===== config.mk =====
export PLATFORM = sky130hd
export DESIGN_NAME = hpm_top
export DESIGN_NICKNAME = d
export VERILOG_FILES = /design/src/pkg/hpm_pkg.sv /design/src/rtl/hpm_top.sv
export SDC_FILE = /design/constraint.sdc
export NUM_CORES = 1
export LEC_CHECK = 0
export BUFFER_PORTS_ARGS = -buffer_cell sky130_fd_sc_hd__buf_4
export CAP_MARGIN = 0
export CELL_PAD_IN_SITES_DETAIL_PLACEMENT = 1
export CELL_PAD_IN_SITES_GLOBAL_PLACEMENT = 1
export CORE_ASPECT_RATIO = 1.1
export CORE_MARGIN = 3
export CORE_UTILIZATION = 35
export DETAILED_ROUTE_END_ITERATION = 8
export GPL_ROUTABILITY_DRIVEN = 0
export GPL_TIMING_DRIVEN = 1
export PLACE_DENSITY = 0.66
export SLEW_MARGIN = 20
export SYNTH_ARGS = -nofsm -noshare
export SYNTH_HDL_FRONTEND = slang
export SYNTH_SLANG_ARGS = --single-unit

===== constraint.sdc =====
create_clock -name clock_i -period 1.6 [get_ports clock_i]
set_input_delay 0.48 -clock clock_i [delete_from_list [all_inputs] [get_ports clock_i]]
set_output_delay 0.48 -clock clock_i [all_outputs]
set_load 0.02 [all_outputs]

===== src/pkg/hpm_pkg.sv =====
package hpm_pkg;

  // Channel indices
  localparam int HPM_CHANNELS = 2;
  localparam int HPM_CH_FIRST = 0;
  localparam int HPM_CH_SECOND = 1;

  // Status register field positions
  localparam int HPM_ST_CMD = 3;
  localparam int HPM_ST_IBF = 1;
  localparam int HPM_ST_OBF = 0;
  localparam logic [7:0] HPM_ST_RESET = 8'h00;
  localparam logic [7:0] HPM_ST_USER_MASK = 8'hf4;

  // System control and interrupt enable fields
  localparam int HPM_SYS_HIE = 1;
  localparam int HPM_IE_FIRST = 1;
  localparam int HPM_IE_SECOND = 2;
  localparam logic [7:0] HPM_IE_FILL = 8'hf8;
  localparam logic [7:0] HPM_ZERO = 8'h00;

  // Slave register selects
  typedef enum logic [2:0] {
    HPM_SEL_IN,
    HPM_SEL_OUT,
    HPM_SEL_STAT,
    HPM_SEL_SYS,
    HPM_SEL_IE
  } hpm_sel_t;

  // Host pin group, strobes and selects active low
  typedef struct packed {
    logic       sel1_n;
    logic       sel2_n;
    logic       rd_n;
    logic       wr_n;
    logic       a0;
    logic [7:0] data;
  } hpm_host_t;

  localparam hpm_host_t HPM_HOST_IDLE = '{1'b1, 1'b1, 1'b1, 1'b1, 1'b0, 8'h00};

  // Slave internal access, rd and wr are level pulses
  typedef struct packed {
    logic       rd;
    logic       wr;
    logic       ch;
    hpm_sel_t   sel;
    logic [7:0] wdata;
  } hpm_slave_t;

  localparam hpm_slave_t HPM_SLAVE_IDLE = '{1'b0, 1'b0, 1'b0, HPM_SEL_IN, 8'h00};

  typedef struct packed {
    hpm_host_t       s1;
    hpm_host_t       s2;
    hpm_host_t       s3;
    hpm_slave_t      sreq;
    logic [1:0][7:0] in_data;
    logic [1:0][7:0] out_data;
    logic [1:0][7:0] status;
    logic            host_port_enable;
    logic [1:0]      ie;
    logic [7:0]      rdata;
    logic [7:0]      hdata;
    logic            hoe_n;
  } hpm_state_t;

endpackage


===== src/rtl/hpm_top.sv =====
`timescale 1ns/100ps

module hpm_top (
  input  wire logic                clock_i,            // 200 MHz chip clock
  input  wire logic                rstn_i,             // Async reset, active low
  input  wire logic                standby_i,          // Standby mode level
  input  wire hpm_pkg::hpm_host_t  host_i,             // Host pins, asynchronous
  output logic [7:0]               host_data_o,        // Host data bus out
  output logic                     host_data_oe_n_o,   // Low while driving
  output logic                     host_port_active_o, // Pins owned by port
  input  wire hpm_pkg::hpm_slave_t slave_i,            // Slave register access
  output logic [7:0]               slave_rdata_o,      // Slave read data
  output logic [1:0]               irq_in_full_o       // Input-full requests
);

  localparam hpm_pkg::hpm_state_t RESET_STATE = '{
    s1:       hpm_pkg::HPM_HOST_IDLE,
    s2:       hpm_pkg::HPM_HOST_IDLE,
    s3:       hpm_pkg::HPM_HOST_IDLE,
    sreq:     hpm_pkg::HPM_SLAVE_IDLE,
    in_data:  '0,
    out_data: '0,
    status:   {hpm_pkg::HPM_ST_RESET, hpm_pkg::HPM_ST_RESET},
    host_port_enable:      1'b0,
    ie:       2'b00,
    rdata:    hpm_pkg::HPM_ZERO,
    hdata:    hpm_pkg::HPM_ZERO,
    hoe_n:    1'b1
  };

  hpm_pkg::hpm_state_t st;
  hpm_pkg::hpm_state_t next_st;

  logic       w_rise;   // Host write strobe just released
  logic       r_rise;   // Host read strobe just released
  logic       s_rd_fall; // Slave read pulse ends
  logic       s_wr_fall; // Slave write pulse ends
  logic [1:0] ev_sel;   // Channel selected at the strobe release
  logic [1:0] rd_sel;   // Channel selected for a live host read
  logic       host_rd;  // Live host read on a valid channel

  // Host events come from the second and third sync stages only
  assign w_rise = st.host_port_enable & st.s2.wr_n & ~st.s3.wr_n & st.s3.rd_n;
  assign r_rise = st.host_port_enable & st.s2.rd_n & ~st.s3.rd_n & st.s3.wr_n;
  assign ev_sel[hpm_pkg::HPM_CH_FIRST] = ~st.s3.sel1_n & st.s3.sel2_n;
  assign ev_sel[hpm_pkg::HPM_CH_SECOND] = ~st.s3.sel2_n & st.s3.sel1_n;
  assign rd_sel[hpm_pkg::HPM_CH_FIRST] = ~st.s2.sel1_n & st.s2.sel2_n;
  assign rd_sel[hpm_pkg::HPM_CH_SECOND] = ~st.s2.sel2_n & st.s2.sel1_n;
  // Both strobes low is prohibited, so it counts as no access
  assign host_rd = st.host_port_enable & ~st.s2.rd_n & st.s2.wr_n & (|rd_sel);

  // Slave pulses act on their trailing edge
  assign s_rd_fall = st.sreq.rd & ~slave_i.rd;
  assign s_wr_fall = st.sreq.wr & ~slave_i.wr;

  // Next state; flag clears come before sets so a set in the same cycle wins, and standby comes last so its clear wins
  always_comb begin
    next_st = st;
    next_st.s1 = host_i;
    next_st.s2 = st.s1;
    next_st.s3 = st.s2;
    next_st.sreq = slave_i;
    for (int c = 0; c < hpm_pkg::HPM_CHANNELS; c++) begin
      if (s_rd_fall && st.sreq.ch == 1'(c) && st.sreq.sel == hpm_pkg::HPM_SEL_IN) begin
        next_st.status[c][hpm_pkg::HPM_ST_IBF] = 1'b0;
      end
      if (r_rise && ev_sel[c] && !st.s3.a0) begin
        next_st.status[c][hpm_pkg::HPM_ST_OBF] = 1'b0;
      end
      if (s_wr_fall && st.sreq.ch == 1'(c) && st.sreq.sel == hpm_pkg::HPM_SEL_OUT) begin
        next_st.out_data[c] = st.sreq.wdata;
        next_st.status[c][hpm_pkg::HPM_ST_OBF] = 1'b1;
      end
      // Only user bits take slave writes; flags stay hardware owned
      // Built on next_st so a host read clear in this same cycle is not undone
      if (s_wr_fall && st.sreq.ch == 1'(c) && st.sreq.sel == hpm_pkg::HPM_SEL_STAT) begin
        next_st.status[c] = (next_st.status[c] & ~hpm_pkg::HPM_ST_USER_MASK)
                          | (st.sreq.wdata & hpm_pkg::HPM_ST_USER_MASK);
      end
      if (w_rise && ev_sel[c]) begin
        next_st.in_data[c] = st.s3.data;
        next_st.status[c][hpm_pkg::HPM_ST_CMD] = st.s3.a0;
        next_st.status[c][hpm_pkg::HPM_ST_IBF] = 1'b1;
      end
      if (standby_i) begin
        next_st.status[c] = hpm_pkg::HPM_ST_RESET;
      end
    end
    // Control registers
    if (s_wr_fall && st.sreq.sel == hpm_pkg::HPM_SEL_SYS) begin
      next_st.host_port_enable = st.sreq.wdata[hpm_pkg::HPM_SYS_HIE];
    end
    if (s_wr_fall && st.sreq.sel == hpm_pkg::HPM_SEL_IE) begin
      next_st.ie[hpm_pkg::HPM_CH_FIRST] = st.sreq.wdata[hpm_pkg::HPM_IE_FIRST];
      next_st.ie[hpm_pkg::HPM_CH_SECOND] = st.sreq.wdata[hpm_pkg::HPM_IE_SECOND];
    end
    if (standby_i) begin
      next_st.ie = 2'b00;
    end
    // Host read path: data or status by address bit 0
    next_st.hoe_n = ~host_rd;
    if (st.s2.a0) begin
      next_st.hdata = st.status[rd_sel[hpm_pkg::HPM_CH_SECOND]];
    end else begin
      next_st.hdata = st.out_data[rd_sel[hpm_pkg::HPM_CH_SECOND]];
    end
    // Slave read data, answered one cycle after the pulse starts
    if (slave_i.rd) begin
      if (slave_i.sel == hpm_pkg::HPM_SEL_IN) begin
        next_st.rdata = st.in_data[slave_i.ch];
      end else if (slave_i.sel == hpm_pkg::HPM_SEL_OUT) begin
        next_st.rdata = st.out_data[slave_i.ch];
      end else if (slave_i.sel == hpm_pkg::HPM_SEL_STAT) begin
        next_st.rdata = st.status[slave_i.ch];
      end else if (slave_i.sel == hpm_pkg::HPM_SEL_SYS) begin
        next_st.rdata = hpm_pkg::HPM_ZERO;
        next_st.rdata[hpm_pkg::HPM_SYS_HIE] = st.host_port_enable;
      end else begin
        next_st.rdata = hpm_pkg::HPM_IE_FILL;
        next_st.rdata[hpm_pkg::HPM_IE_FIRST] = st.ie[hpm_pkg::HPM_CH_FIRST];
        next_st.rdata[hpm_pkg::HPM_IE_SECOND] = st.ie[hpm_pkg::HPM_CH_SECOND];
      end
    end
  end

  // State register; input data is reset only for tidiness, software may not rely on it
  always_ff @(posedge clock_i or negedge rstn_i) begin
    if (!rstn_i) begin
      st <= RESET_STATE;
    end else begin
      st <= next_st;
    end
  end

  // Outputs
  assign host_data_o = st.hdata;
  assign host_data_oe_n_o = st.hoe_n;
  assign host_port_active_o = st.host_port_enable;
  assign slave_rdata_o = st.rdata;
  // Level requests follow the flag, so a slow handler never misses one
  assign irq_in_full_o[hpm_pkg::HPM_CH_FIRST] = st.ie[hpm_pkg::HPM_CH_FIRST]
                                              & st.status[hpm_pkg::HPM_CH_FIRST][hpm_pkg::HPM_ST_IBF];
  assign irq_in_full_o[hpm_pkg::HPM_CH_SECOND] = st.ie[hpm_pkg::HPM_CH_SECOND]
                                               & st.status[hpm_pkg::HPM_CH_SECOND][hpm_pkg::HPM_ST_IBF];
endmodule


==> results of run 1 <==
metrics by stage:
stage / setup TNS, ns / cells
after CTS: 0 / 559
final: 0 / 561
after global placement: -0.248 / 523
after global routing: -0.0343 / 561
after floorplan: 0 / 330
after detailed placement: -0.306 / 523
placed cells by master, fill, tap and decap left out, types with 2 or more instances in the layout:
cell	synthesis	routed
mux2_2	37	37
nand3_1	10	10
buf_6	3	3
buf_4	16	61
mux2i_1	23	23
nand2_1	15	15
bufinv_16	0	2
and2_4	0	2
nand2b_1	2	2
a21oi_1	14	14
clkinvlp_4	0	2
buf_12	0	5
clkbuf_16	0	17
nand2_2	3	3
clkbuf_8	0	4
mux4_2	10	10
dfstp_2	13	13
dfrtp_1	108	108
nand4_1	2	2
nor2_8	2	2
nor2_1	16	16
o21ai_0	19	19
o211ai_1	2	2
a31oi_1	5	5
inv_1	4	4
clkbuf_1	5	3
clkinv_2	0	4
area by class of cell:
cell class | count | area share (%)
sequential | 121 | 51.3
multi-input combinational | 177 | 25.2
timing repair buffer | 70 | 10.1
clock buffer | 24 | 8.28
tap | 157 | 3.31
clock inverter | 8 | 1.60
inverter | 4 | 0.253
metal layers:
layer / vias to the layer above / share of wire [%] / track usage (%)
met1: 1522 / 43 / 19.0
met2: 63 / 52 / 25.8
li1: 1277 / - / -
met5: - / 0 / 0
met4: 0 / 1.4 / 6.34
met3: 12 / 3.7 / 4.01
registers in the layout, indices dropped and copies added, names as in the netlist:
register            count
next_st                26
slave_rdata_o           8
host_port_active_o      1
host_data_oe_n_o        1
st                     77
host_data_o             8
critical path: stages (launching register included):
cell and delay (ns):
dfrtp_1 0.40, and2_4 0.17, buf_6 0.12
worst paths after layout:
check	to	slack, ns	depth (start not counted)
setup / recovery	irq_in_full_o[1]	0.02	2
min in group asynchronous	next_st[90]$_DFF_PN0_	0.54	2
max in group asynchronous	st[22]$_DFFE_PN0P_	0.53	3
setup reg to reg	st[60]$_DFFE_PN0P_	0.06	3
hold reg to reg	next_st[83]$_DFF_PN0_	0.35	0
hold / removal	st[69]$_DFF_PN0_	0.18	1
power groups by stage:
stage          logic (mW)  clock network (mW)  registers [mW]
2_1_floorplan       0.504                   0            3.53
3_3_place_gp        0.764                   0            3.58
3_5_place_dp        0.783                   0            3.59
4_1_cts             0.807                3.81            3.54
5_1_grt             0.865                3.96            3.57
6_report            0.793                3.72            3.54
cell families (layout without fill, tap and decap cells):
group	after synthesis	after routing	synth area share (%)
DFF	121	121	64.3
muxes	70	70	18.4
and+or+nand+nor	62	62	7.61
AOI/OAI and AO/OA	44	44	5.07
buffers and inverters	32	106	4.33
adders and majority gates	1	1	0.264
timing repair:
action,CTS,global route
setup endpoints to repair,3,4
buffers inserted,3,2
endpoints found under the hold margin,9,0
cloned,0,0
hold buffers,1,0
gates resized for setup,4,2
pin swaps,0,1
==> summary.md, run 1 <==
| Metric | Value |
|---|---|
| Effective utilization at floorplan | 36.7% |
| Post-synth top flop | dfrtp_1 |
| Boundary pin count | 50 |
| Distinct cells, synth | 38 |
| Drt pass-1 iters | 4 |
| DR vias/cell | 5.12 |
| Launch instance of the worst min-delay path | slave_i[1] |
| Maximum count of clock buffers along a single path | 2 |
| Cell area after layout | between 5000 and 6000 um^2 |
| Overall global routing resource usage | between 10% and 20% |
| Total setup violations reported at the end of the flow | 0 |
| Hold Path Class | in2reg |
| Final Critical Period | 1.58 ns |
| Number of sinks driven by the clock tree | 121 |
| HPWL after DPL | 7.12 mm |
| Count of unresolved DRC violations after routing | 0 |
| First-pass GRT wire length | 17.2 mm |
| Antenna violations before repair | 0 |
| Most frequently used cell type in the post-synthesis netlist | dfrtp_1 |
| Wire length after detailed routing | between 10 and 15 mm |
| Clock Tree Root | clkbuf_16 |
| Internal Dissipation | 6.22 mW |
| Seq. cell area | 3040 um^2 |
| Std cell rows | 43 |
| Critical register-to-register path startpoint | next_st[91]$_DFF_PN1_ |
| Critical Path Sink Type | output pin |
| Sw Pwr | 1.83 mW |
| Via count | 2,874 |
| Total of buffers placed on input and output ports | 49 |
| Setup crit start | st[18]$_DFFE_PN0P_ |
| Clock tree from TritonCTS | built |
| Post-route clock period utilization | 98.6% |
| Number of H-tree levels | 4 |
| Pre-CTS setup slack | -0.0779 ns |
| Endpoint arrival time on the critical path | 1.10 ns |
| Floorplan die height | 128 um |
| Fraction of post-synthesis cell area in the top cell type by area | around 57% |
| Worst supply voltage drop on vdd | 0.000602 V |
| Area of the multi-input gates | about 1500 um^2 |
| Clock input transition at the sequential cells of the worst setup and hold paths | 0.06 ns |
| Iteration-0 DRC Markers | 153 |
| Share of total power in the clock network | 46.2% |
| Final #Nets | between 400 and 500 |
| Final Skew | 0.00808 ns |
| Maximum number of pins on one net before global-route repair | 42 |
| Net Sw Frac | 22.7% |
| Asr flop ratio synth | 100% |
| Antenna diodes | 0 |
| Number of nets with antenna violations after detailed routing | 0 |
| Vias in the first global route | 3,268 |
| Power density cells | 1360 nW/um^2 |
| Hold Violations, Final | 0 |
| RSZ-0062 raised after global routing | yes |
| Final hold slack | 0.177 ns |
| Fraction of the yosys area taken by sequential cells | 64.3% |
| Least-Margin Pin Slew | between 0.5 and 0.6 ns |
| Net count after synthesis | 361 |
| Worst-Skew Late Latency | 0.41 ns |
| Fraction of layout instances using a drive strength above 1 | a little over two fifths |
| Die outline area | about 15,000 um^2 |
| Result of the run | complete, no violations |
| Synthesized area | 4730 um^2 |
| Number of synthesized flops with an enable pin | 0 |
| Core Area | 12,900 um^2 |
| Portion of total power attributed to sequential cells | between 40% and 50% |
| Number of slew-limit violations in the final report | 0 |
| Post-Place Cell Area | 5280 um^2 |
| Top cells by count, synth | 108 x dfrtp_1, 37 x mux2_2, 23 x mux2i_1, 19 x o21ai_0 |
| Horizontal die dimension | 117 um |
| Largest cells by area after synthesis | dfrtp_1 57%, mux2_2 8.8%, dfstp_2 7.2% |
| Clock buffers created by TritonCTS | 17 |
| Final core occ | 46.0% |
| Relative slew margins | 64.0% |
| Type of the worst setup path | reg2out |
| Setup slack after layout | about 0.023 ns |
| Max-capacitance violation count | 0 |
| Number of warnings issued by yosys | 0 |
| Per-instance average area after synthesis | around 14 um^2 |
| Total gr overflow | 0 |
| Critical path startpoint category | register |
| Per-cell routed wire length | 19.0 um |
| Static power due to leakage | 2.77 nW |
| Worst EP required | about 1.1 ns |
| Post-Synthesis Cells | 330 |
| Total power | 8.05 mW |
| Number of storage elements in the synthesis netlist | 121 |
| Highest attainable clock frequency | 634 MHz |
| Area Growth Syn to Fin | 25.4% |
| Fill cell count | approximately 1,300 |
| Cell taking the most area after synthesis | dfrtp_1 |
| Combinational share of power | around 10% |
| Crit Path Max Fanout | 3 |
No activity file was read; power rests on OpenSTA's default activity.
==> run 2, diff against run 1 <==
- CORE_ASPECT_RATIO: 1.1 -> 0.6
- CTS_BUF_LIST: default -> sky130_fd_sc_hd__clkbuf_8 sky130_fd_sc_hd__clkbuf_16
==> run 2 against run 1 <==
  * The flow now finishes with violations (setup timing)
  * Combinational power fell by 3.0%
  * Sequential cell count stayed put
  * Sequential share of layout area increased by 0.15 points
  * Sequential power hardly changed
  * Hold slack got worse by 0.16 ns
  * Clock skew is 0.00065 ns lower
  * Global-route usage is 0.60 points higher
  * Via count grew 0.42%
  * Wire length grew 2.6%
  * Cell count up 2.1%
  * Die area is 0.29% higher
  * Fmax decreased by 3.8%
==> summary.md, run 2 (same netlist as run 1, synthesis figures left out) <==
| Metric | Value |
|---|---|
| Result of the run | finished, violations left (was complete, no violations) |
| Failing checks | setup timing |
| Most frequent cells in the layout | 107 x dfrtp_1, 61 x buf_4, 37 x mux2_2 (was 108 x dfrtp_1, 61 x buf_4, 37 x mux2_2) |
| Final Critical Period | 1.64 ns (was 1.58 ns) |
| Floorplan die height | 96.1 um (was 128 um) |
| Static power due to leakage | 2.74 nW (was 2.77 nW) |
| Clock Tree Root | clkbuf_16 (unchanged) |
| Area Growth Syn to Fin | 25.1% (was 25.4%) |
| Top routing layer in use | met4 (unchanged) |
| Critical path startpoint category | register (unchanged) |
| Number of nets with antenna violations after detailed routing | 0 (unchanged) |
| Hold Violations, Final | 0 (unchanged) |
| Endpoint arrival time on the critical path | 1.16 ns (was 1.10 ns) |
| Amount of wire on met2 after detailed routing | 4.93 mm (was 5.58 mm) |
| Biggest register | st (unchanged) |
| Crit Path Max Fanout | 2 (was 3) |
| Worst-Skew Late Latency | 0.41 ns (about the same) |
| Least-Margin Pin Slew | 0.494 ns (was 0.540 ns) |
| Cell Count, Final, Fillers Out | 573 (was 561) |
| Relative slew margins | 67.1% (was 64.0%) |
| Clock input transition at the sequential cells of the worst setup and hold paths | 0.06 ns (about the same) |
| Highest attainable clock frequency | 610 MHz (was 634 MHz) |
| DR vias/cell | 5.04 (was 5.12) |
| Type of the worst setup path | reg2out (unchanged) |
| Vias in the first global route | 3,160 (was 3,268) |
| Maximum count of clock buffers along a single path | 2 (unchanged) |
| Antenna violations before repair | 0 (unchanged) |
| Total gr overflow | 0 (unchanged) |
| RSZ-0062 raised after global routing | yes (unchanged) |
| First-pass GRT wire length | 17.7 mm (was 17.2 mm) |
| Via count | 2,886 (was 2,874) |
| Fraction of layout instances using a drive strength above 1 | 42.9% (was 41.8%) |
| Most common cell after layout, fill and taps aside | dfrtp_1 (unchanged) |
| Worst supply voltage drop on vdd | 0.000626 V (was 0.000602 V) |
| Iteration-0 DRC Markers | 123 (was 153) |
| Post-route clock period utilization | 102% (was 98.6%) |
| Post-CTS Hold Fix Bufs | 0 (was 1) |
| Number of sinks driven by the clock tree | 121 (unchanged) |
| Number of H-tree levels | 4 (unchanged) |
| Final #Nets | 421 (was 422) |
| Final hold slack | 0.0219 ns (was 0.177 ns) |
| Bufs and invs on worst path | 1 (unchanged) |
| Die outline area | 15,000 um^2 (about the same) |
| Max stage delay cell, worst path | dfrtp_1 (unchanged) |
| HPWL after DPL | 7.61 mm (was 7.12 mm) |
| Final core occ | 45.5% (was 46.0%) |
| DRT met1 WL | 5.51 mm (was 4.56 mm) |
| Worst EP required | 1.12 ns (about the same) |
| CP peak stage delay | 0.43 ns (was 0.40 ns) |
| Boundary pin count | 50 (unchanged) |
| Max-capacitance violation count | 0 (unchanged) |
| Overall global routing resource usage | 16.1% (was 15.5%) |
| Total of buffers placed on input and output ports | 49 (unchanged) |
| Final Skew | 0.00743 ns (was 0.00808 ns) |
| Wire length after detailed routing | 11.0 mm (was 10.7 mm) |
| Number of flip-flops in the largest register | 77 (unchanged) |
| TNS Setup | -0.0394 ns (was 0 ns) |
| Hold Path Class | in2async (was in2reg) |
| Setup slack after layout | -0.0394 ns (was 0.0225 ns) |
| Critical Path Sink Type | output pin (unchanged) |
| Total setup violations reported at the end of the flow | 1 (was 0) |
| Number of slew-limit violations in the final report | 0 (unchanged) |
| Drt pass-1 iters | 4 (unchanged) |
| Count of unresolved DRC violations after routing | 0 (unchanged) |
| Clock buffers created by TritonCTS | 17 (unchanged) |
| Per-cell routed wire length | 19.1 um (was 19.0 um) |
| Clock tree from TritonCTS | built (unchanged) |
| Maximum number of pins on one net before global-route repair | 32 (was 42) |
| Core Area | 13,000 um^2 (was 12,900 um^2) |
| Critical-path cell list | and2_4 -> buf_6 (unchanged) |
| Std cell rows | 32 (was 43) |
| Antenna diodes | 0 (unchanged) |
| Power density cells | 1330 nW/um^2 (was 1360 nW/um^2) |
| Top delay family on crit path | flip-flops (unchanged) |
| Detailed route wirelength on metal3 | 432 um (was 400 um) |
| Total instance count after detailed placement | 536 (was 523) |
| Effective utilization at floorplan | 36.4% (was 36.7%) |
| Horizontal die dimension | 156 um (was 117 um) |
[run 2: cell count changes in the layout (fill, tap and decap cells not counted), moves of 3 or more]
cell and change:
clkbuf_8 -4, clkinvlp_4 +4, clkbuf_1 -3, clkinv_4 +3
[run 2: worst paths after layout]
kind	startpoint	to	slack (ns)	depth (start not counted)
max in group asynchronous	rstn_i	next_st[91]$_DFF_PN1_	1.04	2
min	rstn_i	st[81]$_DFF_PN0_	0.02	1
max	st[29]$_DFF_PN0_	irq_in_full_o[1]	-0.04	2
min reg2reg	next_st[101]$_DFF_PN0_	next_st[88]$_DFF_PN0_	0.35	0
min in group clock_i	host_i[11]	next_st[106]$_DFF_PN1_	0.17	1
max reg2reg	st[78]$_DFF_PN0_	host_port_active_o$_DFFE_PN0P_	0.07	4
[run 2: timing repair]
item,4_1_cts,5_1_grt
hold endpoints to repair,0,0
pin swaps,1,2
resized for setup,4,2
setup buffers,4,2
endpoints found under the setup margin,4,7
[run 2: layout make-up]
type | count | area, um^2
inverters | 4 | 15.0
flip-flops and latches | 121 | 3050
well taps | 170 | 213
clock inverters | 15 | 130
fillers | 1301 | 7090
clock buffers | 17 | 425
multi-input cells | 177 | 1500
repair buffers | 69 | 601
[run 2: through the flow]
step	setup WS [ns]	area [um^2]	power [mW]
detailed placement	-0.0482	5310	4.38
global placement	-0.0554	5310	4.35
finish	-0.0394	5920	7.90
global route	-0.0692	5920	8.26
CTS	-0.0392	5900	8.00
floorplan	0.0869	4730	4.03
[run 2: routing by layer]
layer / GRT usage [%] / up-vias
met5: 0 / -
met4: 6.34 / 0
met3: 4.81 / 10
met2: 24.6 / 57
met1: 21.7 / 1542
li1: - / 1277
[run 2: where the power goes]
group | internal, mW | total (mW) | switching (mW)
combinational | 0.408 | 0.769 | 0.361
sequential | 3.36 | 3.56 | 0.203
clock | 2.13 | 3.57 | 1.44
[run 2: worst reg2reg max path: cells and delay by family, from the launching register on]
kind / cells / cell delay, ns
AND/OR/NAND/NOR: 2 / 0.54
flip-flops: 1 / 0.40
multiplexers: 1 / 0.31
buffers and inverters: 1 / 0.17
